File: src/include/rx_mode_pkg.sv
// Package: register map, field positions, reset values and encodings of the receive-mode bank
package rx_mode_pkg;

  // Register indices as printed; byte address is four times the index
  localparam logic [7:0]  RX_MODE_IDX      = 8'h23;
  localparam logic [7:0]  SELF_TEST_IDX    = 8'h24;
  localparam logic [7:0]  IRQ_STATUS_IDX   = 8'h30;
  localparam logic [7:0]  IRQ_ENABLE_IDX   = 8'h31;
  localparam logic [7:0]  IRQ_CLEAR_IDX    = 8'h33;
  localparam logic [7:0]  FAR_CMD_IDX      = 8'h35;
  localparam logic [7:0]  FAR_MUX_IDX      = 8'h14;

  // receiver_mode_state fields
  localparam int          CSUM_EN_BIT      = 7;
  localparam int          RATE_SEL_BIT     = 6;
  localparam int          AUTO_AUDIO_BIT   = 5;
  localparam int          FAST_BC_BIT      = 4;
  localparam int          COAX_BIT         = 3;
  localparam int          REPEATER_BIT     = 2;
  localparam logic [7:0]  RX_MODE_WR_MASK  = 8'hFB;
  localparam logic [7:0]  RX_MODE_RESET    = 8'h20;

  // self_test_control fields
  localparam int          OSC_RATE_LSB     = 4;
  localparam int          PIN_CFG_BIT      = 3;
  localparam int          CLK_SRC_LSB      = 1;
  localparam int          TEST_EN_BIT      = 0;
  localparam logic [7:0]  SELF_TEST_RESET  = 8'h08;

  // Interrupt status bits
  localparam int          IRQ_CSUM_BIT     = 0;
  localparam int          IRQ_RATE_BIT     = 1;
  localparam int          IRQ_FWD_BIT      = 2;
  localparam int          IRQ_W            = 3;

  // Back channel rate codes
  localparam logic [1:0]  BC_DIV4          = 2'h0;
  localparam logic [1:0]  BC_DIV2          = 2'h1;
  localparam logic [1:0]  BC_FAST_20M      = 2'h2;

  // Oscillator receive clock codes
  localparam logic [1:0]  OSC_50M          = 2'h0;
  localparam logic [1:0]  OSC_25M          = 2'h1;
  localparam logic [1:0]  OSC_10M          = 2'h2;

  // Rate change settling window, in ns and in 100 ns cycles
  localparam int          CLOCK_NS         = 100;
  localparam int          SETTLE_NS        = 2000;
  localparam int          SETTLE_CYC       = SETTLE_NS / CLOCK_NS;

endpackage

File: src/hw/rx_mode_regs.sv
// Module: receive-mode and self-test control registers behind APB
//
// Added by the designer: register access over APB.
`timescale 1ns/1ps
`default_nettype none

//////////////////////////////////////////////////////////////////////////////
module rx_mode_regs
  import rx_mode_pkg::*;
(
  // Clock and reset
  input  wire logic        clock,
  input  wire logic        nrst,
  // APB slave
  input  wire logic        psel,
  input  wire logic        penable,
  input  wire logic        pwrite,
  input  wire logic [11:0] paddr,
  input  wire logic [31:0] pwdata,
  output logic             pready,
  output logic [31:0]      prdata,
  output logic             pslverr,
  // Strap pins, sampled after reset release
  input  wire logic        mode_strap_fast,
  input  wire logic        mode_strap_coax,
  input  wire logic        mode_strap_repeater,
  // Receiver datapath and configuration
  input  wire logic        auto_clock_enable,
  input  wire logic        line_end_pulse,
  input  wire logic [7:0]  line_checksum_rx,
  input  wire logic [7:0]  line_checksum_calc,
  input  wire logic [3:0]  aux_audio_code,
  input  wire logic [2:0]  self_test_pin_cfg,
  output logic             line_checksum_enable,
  output logic             link_security_state,
  output logic [1:0]       backchan_rate,
  output logic             backchan_settling,
  output logic             coax_select,
  output logic             auto_audio_mode,
  output logic [3:0]       audio_mode,
  output logic             osc_clock_valid,
  output logic [1:0]       osc_receive_clock_rate,
  output logic [2:0]       self_test_cfg,
  output logic             self_test_running,
  output logic             internal_pixel_clock,
  // Forwarding to remote serializer
  output logic             far_write_valid,
  output logic [7:0]       far_write_addr,
  output logic [7:0]       far_write_data,
  input  wire logic        far_write_ready,
  // Interrupt
  output logic             irq
);

  //////////////////////////////////////////////////////////////////////////////
  // Reset and strap synchronisers
  logic       rst_meta_q;
  logic       rst_sync_q;
  logic [2:0] strap_meta_q;
  logic [2:0] strap_sync_q;
  logic       strap_done_q;
  logic [1:0] strap_wait_q;
  logic       rst_n;

  always_ff @(posedge clock or negedge nrst) begin
    if (!nrst) begin
      rst_meta_q <= 1'b0;
      rst_sync_q <= 1'b0;
    end else begin
      rst_meta_q <= 1'b1;
      rst_sync_q <= rst_meta_q;
    end
  end
  assign rst_n = rst_sync_q;

  always_ff @(posedge clock or negedge rst_n) begin
    if (!rst_n) begin
      strap_meta_q <= 3'h0;
      strap_sync_q <= 3'h0;
    end else begin
      strap_meta_q <= {mode_strap_repeater, mode_strap_coax, mode_strap_fast};
      strap_sync_q <= strap_meta_q;
    end
  end

  //////////////////////////////////////////////////////////////////////////////
  // APB decode; zero wait states
  function automatic logic hit(input logic [11:0] a, input logic [7:0] idx);
    hit = (a == {2'h0, idx, 2'h0});
  endfunction

  logic wr_en;
  logic wr_rx;
  logic wr_st;
  logic wr_ien;
  logic wr_clr;
  logic known;

  assign pready  = 1'b1;
  assign wr_en   = psel && penable && pwrite;
  assign wr_rx   = wr_en && hit(paddr, RX_MODE_IDX);
  assign wr_st   = wr_en && hit(paddr, SELF_TEST_IDX);
  assign wr_ien  = wr_en && hit(paddr, IRQ_ENABLE_IDX);
  assign wr_clr  = wr_en && hit(paddr, IRQ_CLEAR_IDX);
  assign known   = hit(paddr, RX_MODE_IDX) || hit(paddr, SELF_TEST_IDX) ||
                   hit(paddr, IRQ_STATUS_IDX) || hit(paddr, IRQ_ENABLE_IDX) ||
                   hit(paddr, IRQ_CLEAR_IDX);
  assign pslverr = psel && penable && !known;

  //////////////////////////////////////////////////////////////////////////////
  // receiver_mode_state
  logic [7:0] rx_mode_q;

  // Straps need two edges to cross the synchroniser; load only once they stand in the
  // second flop, otherwise the bank would latch the flops' reset zeros instead
  always_ff @(posedge clock or negedge rst_n) begin
    if (!rst_n) begin
      rx_mode_q    <= RX_MODE_RESET;
      strap_done_q <= 1'b0;
      strap_wait_q <= 2'h0;
    end else if (strap_wait_q != 2'h2) begin
      strap_wait_q <= strap_wait_q + 2'h1;
    end else if (!strap_done_q) begin
      strap_done_q            <= 1'b1;
      rx_mode_q[FAST_BC_BIT]  <= strap_sync_q[0];
      rx_mode_q[COAX_BIT]     <= strap_sync_q[1];
      rx_mode_q[REPEATER_BIT] <= strap_sync_q[2];
    end else if (wr_rx) begin
      rx_mode_q <= (pwdata[7:0] & RX_MODE_WR_MASK) |
                   (rx_mode_q & ~RX_MODE_WR_MASK);
    end
  end

  assign line_checksum_enable = rx_mode_q[CSUM_EN_BIT];
  assign coax_select          = rx_mode_q[COAX_BIT];
  assign auto_audio_mode      = rx_mode_q[AUTO_AUDIO_BIT];

  // Back channel rate: fast bit overrides the select bit
  always_comb begin
    if (rx_mode_q[FAST_BC_BIT]) begin
      backchan_rate = BC_FAST_20M;
    end else if (rx_mode_q[RATE_SEL_BIT]) begin
      backchan_rate = BC_DIV2;
    end else begin
      backchan_rate = BC_DIV4;
    end
  end

  //////////////////////////////////////////////////////////////////////////////
  // Rate change settling window; errors in it are expected, not faults
  logic [1:0] rate_prev_q;
  logic [7:0] settle_q;
  logic       rate_changed;

  assign rate_changed = strap_done_q && (rate_prev_q != backchan_rate);

  always_ff @(posedge clock or negedge rst_n) begin
    if (!rst_n) begin
      rate_prev_q <= BC_DIV4;
      settle_q    <= 8'h00;
    end else begin
      rate_prev_q <= backchan_rate;
      if (rate_changed) begin
        settle_q <= 8'(SETTLE_CYC);
      end else if (settle_q != 8'h00) begin
        settle_q <= settle_q - 8'h01;
      end
    end
  end
  assign backchan_settling = (settle_q != 8'h00);

  //////////////////////////////////////////////////////////////////////////////
  // Auto audio mode from aux codes
  always_ff @(posedge clock or negedge rst_n) begin
    if (!rst_n) begin
      audio_mode <= 4'h0;
    end else if (rx_mode_q[AUTO_AUDIO_BIT]) begin
      audio_mode <= aux_audio_code;
    end
  end

  //////////////////////////////////////////////////////////////////////////////
  // Line checksum check; one compare per line end
  logic csum_fail;
  assign csum_fail = line_end_pulse && rx_mode_q[CSUM_EN_BIT] &&
                     (line_checksum_rx != line_checksum_calc);

  always_ff @(posedge clock or negedge rst_n) begin
    if (!rst_n) begin
      link_security_state <= 1'b0;
    end else if (csum_fail) begin
      link_security_state <= 1'b1;
    end else if (wr_clr && pwdata[IRQ_CSUM_BIT]) begin
      link_security_state <= 1'b0;
    end
  end

  //////////////////////////////////////////////////////////////////////////////
  // self_test_control
  logic [7:0] self_test_q;

  always_ff @(posedge clock or negedge rst_n) begin
    if (!rst_n) begin
      self_test_q <= SELF_TEST_RESET;
    end else if (wr_st) begin
      self_test_q <= pwdata[7:0];
    end
  end

  assign self_test_running    = self_test_q[TEST_EN_BIT];
  assign self_test_cfg        = self_test_q[PIN_CFG_BIT] ? self_test_pin_cfg
                                                         : self_test_q[2:0];
  assign internal_pixel_clock = (self_test_q[CLK_SRC_LSB +: 2] != 2'h0);

  // Reserved code 11 leaves the oscillator clock marked invalid
  assign osc_receive_clock_rate = self_test_q[OSC_RATE_LSB +: 2];
  assign osc_clock_valid = auto_clock_enable &&
                           (osc_receive_clock_rate != 2'h3);

  //////////////////////////////////////////////////////////////////////////////
  // Forward clock source to serializer when self-test turns on
  logic st_en_prev_q;
  logic fwd_start;
  logic fwd_done;

  assign fwd_start = self_test_q[TEST_EN_BIT] && !st_en_prev_q;
  assign fwd_done  = far_write_valid && far_write_ready;

  always_ff @(posedge clock or negedge rst_n) begin
    if (!rst_n) begin
      st_en_prev_q    <= 1'b0;
      far_write_valid <= 1'b0;
      far_write_addr  <= 8'h00;
      far_write_data  <= 8'h00;
    end else begin
      st_en_prev_q <= self_test_q[TEST_EN_BIT];
      if (fwd_start) begin
        far_write_valid <= 1'b1;
        far_write_addr  <= FAR_MUX_IDX;
        far_write_data  <= {6'h00, self_test_q[CLK_SRC_LSB +: 2]};
      end else if (fwd_done) begin
        far_write_valid <= 1'b0;
      end
    end
  end

  //////////////////////////////////////////////////////////////////////////////
  // Interrupts: set wins over clear
  logic [IRQ_W-1:0] irq_stat_q;
  logic [IRQ_W-1:0] irq_en_q;
  logic [IRQ_W-1:0] irq_set;

  assign irq_set = {fwd_done, rate_changed, csum_fail};

  always_ff @(posedge clock or negedge rst_n) begin
    if (!rst_n) begin
      irq_stat_q <= '0;
      irq_en_q   <= '0;
    end else begin
      irq_stat_q <= irq_set |
                    (irq_stat_q & ~(wr_clr ? pwdata[IRQ_W-1:0] : {IRQ_W{1'b0}}));
      if (wr_ien) begin
        irq_en_q <= pwdata[IRQ_W-1:0];
      end
    end
  end
  assign irq = |(irq_stat_q & irq_en_q);

  //////////////////////////////////////////////////////////////////////////////
  // Read mux
  always_comb begin
    prdata = 32'h0000_0000;
    if (hit(paddr, RX_MODE_IDX)) begin
      prdata[7:0] = rx_mode_q;
    end else if (hit(paddr, SELF_TEST_IDX)) begin
      prdata[7:0] = self_test_q;
    end else if (hit(paddr, IRQ_STATUS_IDX)) begin
      prdata[IRQ_W-1:0] = irq_stat_q;
    end else if (hit(paddr, IRQ_ENABLE_IDX)) begin
      prdata[IRQ_W-1:0] = irq_en_q;
    end
  end

endmodule // rx_mode_regs

`default_nettype wire

File: config.mk
export PLATFORM = sky130hd
export DESIGN_NAME = rx_mode_regs
export DESIGN_NICKNAME = d
export VERILOG_FILES = /design/src/include/rx_mode_pkg.sv /design/src/hw/rx_mode_regs.sv
export SDC_FILE = /design/constraint.sdc
export NUM_CORES = 1
export LEC_CHECK = 0
export ABC_AREA = 1
export BUFFER_PORTS_ARGS = -buffer_cell sky130_fd_sc_hd__buf_2
export CAP_MARGIN = 10
export CORE_ASPECT_RATIO = 0.7
export CORE_MARGIN = 4
export CORE_UTILIZATION = 42
export DETAILED_ROUTE_END_ITERATION = 16
export PLACE_DENSITY = 0.77
export SLEW_MARGIN = 20
export SYNTH_ARGS = -nofsm -noshare
export SYNTH_HDL_FRONTEND = slang
export SYNTH_SLANG_ARGS = --single-unit
File: constraint.sdc
create_clock -name clock -period 1.7 [get_ports clock]
set_clock_uncertainty 0.1 [all_clocks]
set_input_delay 0.34 -clock clock [delete_from_list [all_inputs] [get_ports clock]]
set_output_delay 0.34 -clock clock [all_outputs]
set_load 0.02 [all_outputs]
# Word level (Yosys, flattened, before mapping)
# Cells that the tools add are included.
# Widths: inputs -> output; s select.
# totals
ff_bits,53
wordCells,82
# classes
add_sub_neg,2
n_eq_ne,10
muxes,17
bitwise_logic,6
n_reduce_logical,28
# op_table
cell,n
$eq 12x8->1 const B,5
$mux 8,3
$mux 3,6
$logic_and 1x1->1,14
$mux 5,2
$ne 8x8->1,1
$or 8x3->8,1
$reduce_bool 2->1,4
$reduce_bool 8->1,1
$sub 8x1->8 const B,1
$and 3x3->3,2
$mux 1,5
$logic_or 1x1->1,4
$ne 2x2->1 const B,2
$not 3->3,1
$or 3x3->3,1
$reduce_and 3->1,1
$reduce_or 3->1,1
$add 2x1->2 const B,1
$logic_not 1->1,2
$mux 2,1
$ne 2x1->1 const B,1
$ne 2x2->1,1
$reduce_and 2->1,1
$not 1->1,1

# Logic depth before layout (Yosys ltp)
# depth
word_depth,7
ltp_mapped,11
ltp_nobuf,11

# Least setup slack after synthesis
# OpenSTA, ideal clock, no wires.
# synth_timing
path_type,input to output
start,input port paddr[5]
end,output port prdata[4]
arrival_time_ns,1.368
required_time_ns,1.260
setup_slack_ns,-0.108
cell_stages,7
path_cell_list,inv_1 > nand2_1 > nor2_1 > inv_1 > nor2_1 > nand2_1 > o21ai_0
# synth_between
elab_chain_cells,3
elab_cells_between_ends,4
classes_between,eq/ne (2); mux (2)
# synth_lines
item,line,rtl
start: declaration,rx_mode_regs.sv:18,"input wire logic [11:0] paddr,"
$eq 12x8->1,rx_mode_regs.sv:89,"hit = (a == {2'h0, idx, 2'h0});"
$mux 5,rx_mode_regs.sv:275,"end else if (hit(paddr, SELF_TEST_IDX)) begin"
$mux 8 (*),rx_mode_regs.sv:273,"if (hit(paddr, RX_MODE_IDX)) begin"
end: declaration,rx_mode_regs.sv:21,"output logic [31:0] prdata,"
# Mark *: on every way between the ends. The rest lies on a longest branch, timed or not.

# Worst setup path after layout
# layout_timing
start,input port paddr[10]
end,output port prdata[2]
# layout_between
elab_chain_cells,5
elab_cells_between_ends,8
classes_between,eq/ne (4); mux (4)
# layout_lines
item,line,rtl
$eq 12x8->1,rx_mode_regs.sv:89,
$mux 3,rx_mode_regs.sv:279,"end else if (hit(paddr, IRQ_ENABLE_IDX)) begin"
$mux 3,rx_mode_regs.sv:277,"end else if (hit(paddr, IRQ_STATUS_IDX)) begin"
$mux 3,rx_mode_regs.sv:275,
$mux 8 (*),rx_mode_regs.sv:273,
# Marked as above.

==> reports/qor.yml <==
timing:
  fin_crit_ns: 1.90
  rsz0062_at_grt: "yes"
  setup_tns_ns: -1.21
  hold_ws_ns: 0.0242
  finalSetupViolations: 10
  finalWorstSetupSlack_ns: -0.201
  slew_violations: 0
  finalHoldViolations: 0
  post-route-period-util_pct: 112
  fmax_ghz: 0.526
finish:
  fill_cells: 592
  mostFrequentLayoutCells: "nand2_1, buf_2, dfrtp_1"
  fin_util_pct: 58.4
  fin_nets: 553
  seq_area_um2: 1330
  diodes: 0
  multi_input_area_um2: 1450
  final_cells: 568
  synthToLayoutAreaGrowth_pct: 34.2
  layout-drive-gt1-share_pct: 42.0
  final_common_cell: "nand2_1"
  stdcell_area_um2: 3980
hold_path:
  hold_path_class: "primary input to register"
run:
  max-cap-violations: 0
critical_path:
  worstSetupStartpoint: "paddr[10]"
  r2r-start: "settle_q[1]"
  cp.arrival_ns: 1.46
  rr_endpoint: "settle_q[6]"
  cp-start-kind: "primary input"
  crit_required_ns: 1.26
  cp-endpoint: "prdata[2]"
  r2r_slack_ns: 0.11
  cp-end-kind: "output port"
  reg2reg_depth: 8
  critPathKind: "primary input to output port"
  path_max_fanout: 4
synthesis:
  syn-cell-area_um2: 2970
  synth_cell_types: 33
  synthDominantCellAreaShare_pct: 43.0
  ys_seq_area_share_pct: 44.8
  avgSynthCellArea_um2: 8.31
  syn_inst: 357
  yosysTopAreaCell: "dfrtp_1"
  ys_ff_latch: 53
  yosys_warnings: 0
  synth_area_leaders: "dfrtp_1, nand2_1, buf_4"
power:
  switching_power_mw: 0.843
  p_int_mw: 2.04
  pwr-share-seq_pct: 48.3
  switching_share_pct: 29.3
  power_density_nw_per_um2: 723
  ir_drop_mv: 0.336
  power.leakage_nw: 2.15
  pwr-share-comb_pct: 21.5
  clkPwrFrac_pct: 30.2
clocking:
  clock_sinks: 53
  cts_buffers: 5
  clockBufferDepth: 2
  cts_tree: "done"
  cts-htree-levels: 2
  clk-insertion-delay-late_ns: 0.31
  cts_root_buf: "clkbuf_8"
  path_clk_slew_ns: 0.10
status:
  status: "finished with violations"
  violations: "negative setup slack"
placed_design:
  gp_congestion: 0.860
  port_buffers: 87
  dp.cells: 546
  dpl_cell_area_um2: 3460
  hpwlAfterDp_um: 5250
floorplan:
  die_y_um: 78.3
  design.core.area_um2: 6820
  ios: 149
  initial_utilization_pct: 43.5
  rows: 25
  dieArea_um2: 8490
  die_w_um: 108
global_routing:
  grt_max_degree: 52
  antenna_found_initial: 0
  gr-total-overflow: 0
  grt_pass1_vias: 2506
  grtUsageTotal_pct: 16.8
  grt_pass1_wl_um: 11300
detailed_routing:
  num_vias: 2597
  firstDrtPassIters: 6
  vias_per_cell: 4.57
  drt_iter0_markers: 77
  wl_per_cell_um: 12.7
  wl_um: 7240
  ant_nets: 0
  drcViolationCount: 0
-- cell type report --
| type | instances | share of cell area, % |
|---|---|---|
| clock inverter | 3 | 1.16 |
| timing repair buffer | 116 | 19.8 |
| tap | 94 | 2.95 |
| sequential | 53 | 33.5 |
| clock buffer | 5 | 1.73 |
| multi-input combinational | 253 | 36.4 |
| inverter | 44 | 4.40 |
-- critical path, stage by stage --
cell     delay (ns)
buf_6          0.09
nor2_4         0.11
nand2_4        0.08
nor3_4         0.23
nand2_2        0.10
o21ai_1        0.20
nand2_1        0.11
nand2_2        0.08
buf_6          0.11
-- synth_stat cells, drive strengths merged --
| library cell | n |
|---|---|
| o22ai | 1 |
| nand4 | 9 |
| o21ai | 29 |
| inv | 42 |
| a21boi | 1 |
| xnor2 | 7 |
| clkinv | 2 |
| xor2 | 1 |
| buf | 43 |
| nor3 | 7 |
| nand3 | 20 |
| nand2 | 112 |
| or2 | 3 |
| mux2 | 5 |
| conb | 2 |
| nor2 | 16 |
| dfrtp | 51 |
| nor3b | 1 |
| dfstp | 2 |
| ha | 2 |
| a31o | 1 |
-- power by group through the flow --
stage	Combinational (mW)	Clock, mW	Sequential, mW
2_1_floorplan	0.364	0	1.40
3_3_place_gp	0.454	0	1.40
3_5_place_dp	0.468	0	1.40
4_1_cts	0.558	0.890	1.39
5_1_grt	0.677	0.955	1.40
6_report	0.618	0.870	1.39
-- how the worst min path moves through the flow --
stage	startpoint	endpoint	slack, ns	depth (start not counted)
after floorplan	nrst	rst_meta_q	-0.06	0
after global placement	nrst	rst_meta_q	0.03	1
after detailed placement	nrst	rst_meta_q	0.03	1
after CTS	mode_strap_repeater	strap_meta_q[2]	0.02	1
after global routing	mode_strap_coax	strap_meta_q[1]	0.01	1
final	mode_strap_repeater	strap_meta_q[2]	0.02	1
-- layer usage --
metal | global-route usage (%) | vias to the layer above | wire length (um)
met4 | 6.31 | 0 | 211
met5 | 0 | - | 0
met3 | 4.60 | 22 | 670
met1 | 21.1 | 1184 | 3020
met2 | 27.6 | 118 | 3340
li1 | - | 1273 | -
-- cells by family (layout without fill, tap and decap cells) --
family / after synthesis / in the layout / share of synthesized area (%)
and+or+nand+nor: 168 / 168 / 26.8
buffers and inverters: 87 / 168 / 16.7
DFF: 53 / 53 / 44.8
AOI/OAI and AO/OA: 32 / 32 / 6.41
xor gates and xnor gates: 8 / 8 / 2.36
muxes: 5 / 5 / 1.90
adders and majority gates: 2 / 2 / 0.843
other: 2 / 38 / 0.253
-- timing repair --
item	in CTS	in global routing
gates cloned	0	0
hold buffers	1	0
setup buffers	5	8
hold endpoints to repair	2	0
pin swaps	19	17
setup endpoints to repair	11	14
gates resized for setup	67	24
-- through the flow --
stage | power [mW] | setup WS (ns)
floorplan | 1.77 | -0.0125
global route | 3.04 | -0.318
global placement | 1.85 | -0.284
detailed placement | 1.87 | -0.316
CTS | 2.84 | -0.232
finish | 2.88 | -0.201
-- state kept, by name (all words and copies together), names as in the netlist, 2 cells and up --
register	flops
settle_q	8
strap_wait_q	2
far_write_data	2
irq_en_q	3
irq_stat_q	3
self_test_q	8
audio_mode	4
rx_mode_q	8
strap_sync_q	3
strap_meta_q	3
rate_prev_q	2
No activity file was read; power rests on OpenSTA's default activity.
